**src/dfqa_pkg.sv**
```systemverilog
package dfqa_pkg;

	// register indices; byte address is four times the index
	localparam logic [7:0] IDX_FIFO_HIGH = 8'h06;
	localparam logic [7:0] IDX_FIFO_LOW  = 8'h07;
	localparam logic [7:0] IDX_CMPA_EXT  = 8'h08;
	localparam logic [7:0] IDX_FIFO_EXT  = 8'h0C;
	localparam logic [7:0] IDX_CMPA_ADDR = 8'h0D;
	localparam logic [7:0] IDX_CTRL      = 8'h0E;
	localparam logic [7:0] IDX_STATUS    = 8'h0F;

	localparam int unsigned ADDR_W  = 12;
	localparam int unsigned DATA_W  = 32;
	localparam int unsigned IDX_LSB = 2;

	// comparator a extension fields
	localparam int unsigned EXT_DIR_EN  = 7;
	localparam int unsigned EXT_DIR_VAL = 6;
	localparam int unsigned EXT_PAGE    = 5;
	localparam int unsigned EXT_BIT16   = 0;
	localparam logic [7:0]  EXT_MASK    = 8'hE1;

	// control fields
	localparam int unsigned CTRL_ON    = 0;
	localparam int unsigned CTRL_BEGIN = 1;
	localparam int unsigned CTRL_EVENT = 2;
	localparam logic [7:0]  CTRL_MASK  = 8'h07;

	// status fields
	localparam int unsigned STAT_CNT_LSB = 0;
	localparam int unsigned STAT_EMPTY   = 4;
	localparam int unsigned STAT_FULL    = 5;
	localparam int unsigned STAT_MATCH   = 6;

	// trace fifo
	localparam int unsigned FIFO_DEPTH = 8;
	localparam int unsigned PTR_W      = 3;
	localparam int unsigned CNT_W      = 4;
	localparam int unsigned WORD_W     = 24;

	localparam logic [7:0]        RST_BYTE = 8'h00;
	localparam logic [15:0]       RST_HALF = 16'h0000;
	localparam logic [WORD_W-1:0] RST_WORD = 24'h000000;
	localparam logic [PTR_W-1:0]  PTR_ONE  = 3'h1;
	localparam logic [CNT_W-1:0]  CNT_ONE  = 4'h1;
	localparam logic [CNT_W-1:0]  CNT_FULL = 4'h8;

endpackage : dfqa_pkg

```
**src/dfqa_cmp_if.sv**
```systemverilog
`timescale 1ns/100ps
interface dfqa_cmp_if;
	logic [7:0]  ext;
	logic [15:0] cmp_addr;
	logic        bus_valid;
	logic        bus_rd;
	logic [15:0] bus_addr;
	logic [2:0]  page;
	logic        paged_sel;
	logic        lap_sel;
	logic [16:0] lap_addr;
	logic [16:0] addr17;
	logic        match;

	modport ctrl (
		output ext, cmp_addr, bus_valid, bus_rd, bus_addr, page,
		output paged_sel, lap_sel, lap_addr,
		input  addr17, match
	);
	modport cmp (
		input  ext, cmp_addr, bus_valid, bus_rd, bus_addr, page,
		input  paged_sel, lap_sel, lap_addr,
		output addr17, match
	);
endinterface : dfqa_cmp_if

```
**src/dfqa_cmpa.sv**
```systemverilog
`timescale 1ns/100ps
module dfqa_cmpa (
	dfqa_cmp_if.cmp c
);
	wire dir_ok;
	wire page_ok;
	wire b16_ok;
	wire low_ok;

	// paged form addresses flash through the page bits
	assign c.addr17 = c.paged_sel ? {c.page, c.bus_addr[13:0]} :
		(c.lap_sel ? c.lap_addr : {1'b0, c.bus_addr});

	// direction ignored unless enabled; value 1 means read
	assign dir_ok = ~c.ext[dfqa_pkg::EXT_DIR_EN] |
		(c.bus_rd == c.ext[dfqa_pkg::EXT_DIR_VAL]);
	assign page_ok = c.paged_sel == c.ext[dfqa_pkg::EXT_PAGE];
	assign b16_ok  = c.addr17[16] == c.ext[dfqa_pkg::EXT_BIT16];
	assign low_ok  = c.addr17[15:0] == c.cmp_addr;

	assign c.match = c.bus_valid & dir_ok & page_ok & b16_ok & low_ok;
endmodule : dfqa_cmpa

```
**src/dfqa_top.sv**
```systemverilog
// Function
// - low-byte register returns bits 7..0 of the current fifo word
// - reading the low byte moves the fifo read pointer on
// - event-only modes: entries may be read by low byte alone
// - clear on any reset except end-trace with module on, begin clear
// - extension bit 7 enables direction qualification of comparator a
// - extension bit 6: 0 matches writes, 1 matches reads
// - extension bit 5 must equal the paged-access indicator
// - paged access compares page bits above address bits 13..0
// - unpaged compares zero-extended address or linear pointer value
// - extension bit 0 is compared against address bit 16
// - high-byte register returns bits 15..8 of the current word
`timescale 1ns/100ps
module dfqa_top (
	// clock and reset
	input  wire logic        sys_clk_i,
	input  wire logic        rst_b_i,
	input  wire logic        end_trace_rst_i,
	// apb slave
	input  wire logic        psel_i,
	input  wire logic        penable_i,
	input  wire logic        pwrite_i,
	input  wire logic [11:0] paddr_i,
	input  wire logic [31:0] pwdata_i,
	output logic      [31:0] prdata_o,
	output logic             pready_o,
	output logic             pslverr_o,
	// monitored core bus
	input  wire logic        core_valid_i,
	input  wire logic        core_rd_i,
	input  wire logic [15:0] core_addr_i,
	input  wire logic [7:0]  core_data_i,
	input  wire logic [2:0]  ppage_i,
	input  wire logic        paged_sel_i,
	input  wire logic        lap_sel_i,
	input  wire logic [16:0] lap_addr_i,
	// debug event
	output logic             cmpa_match_o
);

	function automatic logic hit(input logic [11:0] a, input logic [7:0] idx);
		hit = (a[11:dfqa_pkg::IDX_LSB] == {2'b00, idx})
			&& (a[dfqa_pkg::IDX_LSB-1:0] == 2'b00);
	endfunction : hit

	dfqa_cmp_if cif ();

	// state
	logic [7:0]  ext_q;
	logic [7:0]  ext_d;
	logic [15:0] caddr_q;
	logic [15:0] caddr_d;
	logic [7:0]  ctrl_q;
	logic [7:0]  ctrl_d;
	logic [dfqa_pkg::WORD_W-1:0] mem_q [dfqa_pkg::FIFO_DEPTH];
	logic [dfqa_pkg::PTR_W-1:0]  wptr_q;
	logic [dfqa_pkg::PTR_W-1:0]  wptr_d;
	logic [dfqa_pkg::PTR_W-1:0]  rptr_q;
	logic [dfqa_pkg::PTR_W-1:0]  rptr_d;
	logic [dfqa_pkg::CNT_W-1:0]  cnt_q;
	logic [dfqa_pkg::CNT_W-1:0]  cnt_d;
	logic [31:0] prdata_d;
	logic        pready_d;
	logic        pslverr_d;
	logic        match_d;

	// bus decode
	wire acc       = psel_i & penable_i & ~pready_o;
	wire sel_high  = hit(paddr_i, dfqa_pkg::IDX_FIFO_HIGH);
	wire sel_low   = hit(paddr_i, dfqa_pkg::IDX_FIFO_LOW);
	wire sel_ext   = hit(paddr_i, dfqa_pkg::IDX_CMPA_EXT);
	wire sel_fext  = hit(paddr_i, dfqa_pkg::IDX_FIFO_EXT);
	wire sel_caddr = hit(paddr_i, dfqa_pkg::IDX_CMPA_ADDR);
	wire sel_ctrl  = hit(paddr_i, dfqa_pkg::IDX_CTRL);
	wire sel_stat  = hit(paddr_i, dfqa_pkg::IDX_STATUS);
	wire mapped    = sel_high | sel_low | sel_ext | sel_fext | sel_caddr
		| sel_ctrl | sel_stat;
	wire wr        = acc & pwrite_i & mapped;
	wire rd        = acc & ~pwrite_i & mapped;

	// fifo status
	wire empty = cnt_q == '0;
	wire full  = cnt_q == dfqa_pkg::CNT_FULL;
	wire on    = ctrl_q[dfqa_pkg::CTRL_ON];
	wire evmode = ctrl_q[dfqa_pkg::CTRL_EVENT];
	wire [dfqa_pkg::WORD_W-1:0] cur_word = mem_q[rptr_q];

	// only the low-byte read pops; a write to it is ignored
	wire pop  = rd & sel_low & ~empty;
	// full fifo drops new captures; stored history is kept intact
	wire push = on & cif.match & ~full;

	// event-only entries carry the data byte, upper bytes read zero
	wire [dfqa_pkg::WORD_W-1:0] cap_word = evmode ?
		{dfqa_pkg::RST_HALF, core_data_i} :
		{7'h00, cif.addr17};

	// retention across an end-trace reset
	wire keep = end_trace_rst_i & on & ~ctrl_q[dfqa_pkg::CTRL_BEGIN];
	wire clr  = ~rst_b_i & ~keep;
	wire hold = ~rst_b_i & keep;

	// comparator hookup
	assign cif.ext       = ext_q;
	assign cif.cmp_addr  = caddr_q;
	assign cif.bus_valid = core_valid_i;
	assign cif.bus_rd    = core_rd_i;
	assign cif.bus_addr  = core_addr_i;
	assign cif.page      = ppage_i;
	assign cif.paged_sel = paged_sel_i;
	assign cif.lap_sel   = lap_sel_i;
	assign cif.lap_addr  = lap_addr_i;

	dfqa_cmpa u_cmpa (
		.c (cif.cmp)
	);

	// register writes
	assign ext_d = (wr & sel_ext) ?
		(pwdata_i[7:0] & dfqa_pkg::EXT_MASK) : ext_q;
	assign caddr_d = (wr & sel_caddr) ? pwdata_i[15:0] : caddr_q;
	assign ctrl_d  = (wr & sel_ctrl) ?
		(pwdata_i[7:0] & dfqa_pkg::CTRL_MASK) : ctrl_q;

	// pointers
	assign wptr_d = push ? wptr_q + dfqa_pkg::PTR_ONE : wptr_q;
	assign rptr_d = pop ? rptr_q + dfqa_pkg::PTR_ONE : rptr_q;
	assign cnt_d  = (push & ~pop) ? cnt_q + dfqa_pkg::CNT_ONE :
		(pop & ~push) ? cnt_q - dfqa_pkg::CNT_ONE : cnt_q;

	// read data; reserved bits and upper lanes are zero
	always_comb begin
		prdata_d = '0;
		if (sel_low) begin
			prdata_d[7:0] = cur_word[7:0];
		end else if (sel_high) begin
			prdata_d[7:0] = cur_word[15:8];
		end else if (sel_fext) begin
			prdata_d[7:0] = cur_word[23:16];
		end else if (sel_ext) begin
			prdata_d[7:0] = ext_q & dfqa_pkg::EXT_MASK;
		end else if (sel_caddr) begin
			prdata_d[15:0] = caddr_q;
		end else if (sel_ctrl) begin
			prdata_d[7:0] = ctrl_q;
		end else if (sel_stat) begin
			prdata_d[dfqa_pkg::STAT_CNT_LSB +: dfqa_pkg::CNT_W] = cnt_q;
			prdata_d[dfqa_pkg::STAT_EMPTY] = empty;
			prdata_d[dfqa_pkg::STAT_FULL]  = full;
			prdata_d[dfqa_pkg::STAT_MATCH] = cmpa_match_o;
		end
	end

	// one wait state: ready rises one cycle into the access phase
	assign pready_d  = acc;
	assign pslverr_d = acc & ~mapped;
	assign match_d   = on & cif.match;

	// bus answer flops clear on every reset kind
	always_ff @(posedge sys_clk_i) begin
		if (!rst_b_i) begin
			prdata_o  <= '0;
			pready_o  <= 1'b0;
			pslverr_o <= 1'b0;
		end else begin
			prdata_o  <= (~pwrite_i & acc) ? prdata_d : '0;
			pready_o  <= pready_d;
			pslverr_o <= pslverr_d;
		end
	end

	// retained registers
	always_ff @(posedge sys_clk_i) begin
		if (clr) begin
			ext_q   <= dfqa_pkg::RST_BYTE;
			caddr_q <= dfqa_pkg::RST_HALF;
			ctrl_q  <= dfqa_pkg::RST_BYTE;
			wptr_q  <= '0;
			rptr_q  <= '0;
			cnt_q   <= '0;
		end else if (!hold) begin
			ext_q   <= ext_d;
			caddr_q <= caddr_d;
			ctrl_q  <= ctrl_d;
			wptr_q  <= wptr_d;
			rptr_q  <= rptr_d;
			cnt_q   <= cnt_d;
		end
	end

	// fifo storage; reading yields zero until written after a clear
	always_ff @(posedge sys_clk_i) begin
		for (int i = 0; i < dfqa_pkg::FIFO_DEPTH; i++) begin
			if (clr) begin
				mem_q[i] <= dfqa_pkg::RST_WORD;
			end else if (!hold && push && wptr_q == i[dfqa_pkg::PTR_W-1:0]) begin
				mem_q[i] <= cap_word;
			end
		end
	end

	// match event output
	always_ff @(posedge sys_clk_i) begin
		if (!rst_b_i) begin
			cmpa_match_o <= 1'b0;
		end else begin
			cmpa_match_o <= match_d;
		end
	end

endmodule : dfqa_top

```
**config.mk**
```make
export PLATFORM = sky130hd
export DESIGN_NAME = dfqa_top
export DESIGN_NICKNAME = d
export VERILOG_FILES = /design/src/dfqa_pkg.sv /design/src/dfqa_cmp_if.sv /design/src/dfqa_cmpa.sv /design/src/dfqa_top.sv
export SDC_FILE = /design/constraint.sdc
export NUM_CORES = 1
export LEC_CHECK = 0
export BUFFER_PORTS_ARGS = -buffer_cell sky130_fd_sc_hd__buf_2
export CORE_MARGIN = 5
export CORE_UTILIZATION = 46
export DETAILED_ROUTE_END_ITERATION = 12
export PLACE_DENSITY = 0.66
export SYNTH_ARGS = -nofsm -noshare
export SYNTH_HDL_FRONTEND = slang
export SYNTH_HIERARCHICAL = 1
export SYNTH_SLANG_ARGS = --single-unit
```
**constraint.sdc**
```tcl
create_clock -name sys_clk_i -period 9.6 [get_ports sys_clk_i]
set_clock_uncertainty 0.2 [all_clocks]
set_input_delay 1.92 -clock sys_clk_i [delete_from_list [all_inputs] [get_ports sys_clk_i]]
set_output_delay 1.92 -clock sys_clk_i [all_outputs]
set_load 0.005 [all_outputs]
```
==> impl_metrics.json <==
{
  "vdd.ir_drop.worst_v": 0.000139,
  "grt-ovfl-total": 0,
  "critPathLaunch": "lap_sel_i",
  "numCtsBuffers": 17,
  "r2r_setup_slack_ps": 5230,
  "p_switching_uw": 428,
  "criticalPathCategory": "input port to flip-flop",
  "start_util_pct": 47.1,
  "synthesis.area_um2": 9230,
  "rows": 51,
  "drive_above_1_share_pct": 23.1,
  "ys_types": 65,
  "grt.total_usage_pct": 21.6,
  "ys_ff_latch": 191,
  "worst_pin_slew_ps": 1180,
  "cts_root_buf": "clkbuf_16",
  "setup_viol": 0,
  "finalHoldViolCount": 0,
  "final_common_cell": "nor2_1",
  "die_x_um": 152,
  "hold_class": "flip-flop to flip-flop",
  "yosys_warnings": 6,
  "tns_ps": 0,
  "yosysSeqAreaShare_pct": 56.2,
  "worst-endpoint-arrival_ps": 5790,
  "synthCells": 770,
  "place.gp.congestion": 0.878,
  "setup_ws_ps": 3670,
  "grt_pass1_vias": 6125,
  "synth_edf_count": 136,
  "multi_input_area_um2": 3720,
  "clock_latency_ps": 440,
  "clk_path_buf_depth": 2,
  "grt_max_degree": 36,
  "synth_ff_type": "edfxtp_1",
  "postCtsSetupBuffers": 0,
  "finalCritPeriodShare_pct": 61.7,
  "wl_um": 23800,
  "leakage_nw": 3.77,
  "power.internal_mw": 1.32,
  "run_status": "completed",
  "cp-start-kind": "input port",
  "cts_resized": 0,
  "dieHeight_um": 152,
  "drtAntennaViolNets": 0,
  "cp_max_fo": 20,
  "pwr-share-clk_pct": 41.6,
  "die_area_um2": 23000,
  "num_io_pins": 133,
  "drt-vias-per-instance": 5.54,
  "holdBufCountCts": 0,
  "area_growth_pct": 13.3,
  "min_from": "caddr_q[15]",
  "reg2reg_to": "mem_q[2][7]",
  "holdPathEnd": "prdata_o[15]",
  "core_area_um2": 19600,
  "share_comb_of_total_power_pct": 6.0,
  "maxSlewHeadroom_pct": 20.4,
  "max-cap-violations": 0,
  "final_nets": 958,
  "fillers": 1706,
  "min_path_cells": 1,
  "endpoint_kind": "flip-flop",
  "reg2reg_depth": 10,
  "clock-sinks": 191,
  "min_period_ps": 5930,
  "final_cell_mix": "nor2_1, edfxtp_1, buf_2, mux2i_1, dfxtp_1",
  "r2r-start": "caddr_q[4]",
  "grt_pass1_wl_um": 36600,
  "sw_frac_of_total_pct": 24.5,
  "drt-pass1-iter-count": 5,
  "drc": 0,
  "htree_levels": 4,
  "power_density_nw_per_um2": 167,
  "wire_per_inst_um": 21.1,
  "regArea_um2": 5190,
  "fmax_ghz": 0.169,
  "dp_hpwl_um": 15800,
  "first_iter_violations": 553,
  "clk_pin_slew_ps": 80,
  "sequentialPowerShare_pct": 52.3,
  "critPathRequiredTime_ps": 9460,
  "maxSlewViolCount": 0,
  "cts_tree": "yes",
  "syn_area_per_cell_um2": 12.0,
  "fin_total_pwr_mw": 1.75,
  "diodes": 0,
  "ys_async_sr_fraction_pct": 0,
  "grt_setup_unrepaired": "no",
  "vias": 6243,
  "antenna_found_initial": 0,
  "dp_slack_ps": 3280,
  "io_buffers": 100
}
-- metrics by stage --
stage	cell area, µm²	utilization [%]	hold WS [ps]	std cells
floorplan	9290	-	274	785
global placement	9850	50.3	303	1095
detailed placement	9850	50.3	301	1095
CTS	10500	53.4	314	1127
global route	10500	53.4	336	1127
finish	10500	53.4	318	1127
-- final cells by class --
cell class	instances	area share (%)
Timing Repair Buffer	106	5.22
Clock inverter	15	1.74
Multi-Input combinational cell	516	35.6
Clock buffer	17	4.07
Inverter	17	0.610
Tap cell	265	3.17
Sequential cell	191	49.6
-- synthesized netlist by cell type (5+ instances only) --
cell type | number | area [µm²]
nor2_1 | 178 | 668
edfxtp_1 | 136 | 4080
dfxtp_1 | 55 | 1100
mux2i_1 | 54 | 541
nand2_1 | 49 | 184
mux4_2 | 33 | 743
clkbuf_1 | 20 | 75.1
buf_4 | 18 | 135
nand2b_1 | 18 | 113
inv_1 | 17 | 63.8
o21ai_0 | 15 | 75.1
buf_1 | 14 | 52.6
a21oi_1 | 11 | 55.1
xnor2_1 | 11 | 96.3
and2_1 | 10 | 62.6
ha_1 | 10 | 125
nand3_1 | 8 | 40.0
xor2_1 | 7 | 61.3
a211oi_1 | 6 | 45.0
a21o_1 | 6 | 45.0
o221ai_1 | 6 | 52.6
buf_2 | 5 | 25.0
mux2_2 | 5 | 56.3
nor2b_1 | 5 | 31.3
or4_1 | 5 | 37.5
-- worst max-delay path: stages --
cell	delay [ps]
buf_2	160
nor2b_4	480
mux2_2	440
xnor2_1	160
o2111ai_1	160
nor4_2	430
nand2_1	150
a21oi_1	210
nor2b_1	650
and2_1	260
a21o_1	760
-- power by group through the flow --
stage / Clock (mW) / Combinational, mW / Sequential, mW
after detailed placement: 0 / 0.105 / 0.934
after CTS: 0.735 / 0.106 / 0.915
after floorplan: 0 / 0.0678 / 0.930
after global placement: 0 / 0.104 / 0.932
final: 0.728 / 0.105 / 0.915
after global routing: 0.769 / 0.115 / 0.917
-- registers in the layout, indices dropped and copies added (netlist names), 3 cells and up, named ones only --
signal    flops
caddr_q      16
cif.ext       4
cnt_q         4
ctrl_q        3
mem_q       136
prdata_o     16
rptr_q        3
wptr_q        3
-- cell families (layout without fill, tap and decap cells) --
family                     count (synthesis)  count (layout)  synth area share (%)
other                                      1              16                0.0406
adders and majority gates                 11              11                  1.57
muxes                                     94              94                  14.8
AOI/OAI and AO/OA                         78              78                  6.21
buffers and inverters                     78             155                  4.30
DFF                                      191             191                  56.2
and+or+nand+nor                          298             298                  15.0
xor gates and xnor gates                  19              19                  1.88
-- routing by layer --
layer  GRT usage, %  wire [µm]  vias to the layer above
li1               -          -                     2905
met1           30.7      10500                     3110
met2           35.2      11500                      208
met3           3.90       1620                       20
met4           4.58        244                        0
met5              0          0                        -
-- worst max path at each step --
stage          slack [ps]      endpoint  cells after the start
6_report             3670   mem_q[2][7]                     11
3_3_place_gp         3310   mem_q[1][2]                     11
5_1_grt              3420   mem_q[0][7]                     11
2_1_floorplan        4550      cnt_q[3]                     17
3_5_place_dp         3280   mem_q[0][2]                     11
4_1_cts              3710  mem_q[0][16]                     11
No activity file was read; power rests on OpenSTA's default activity.
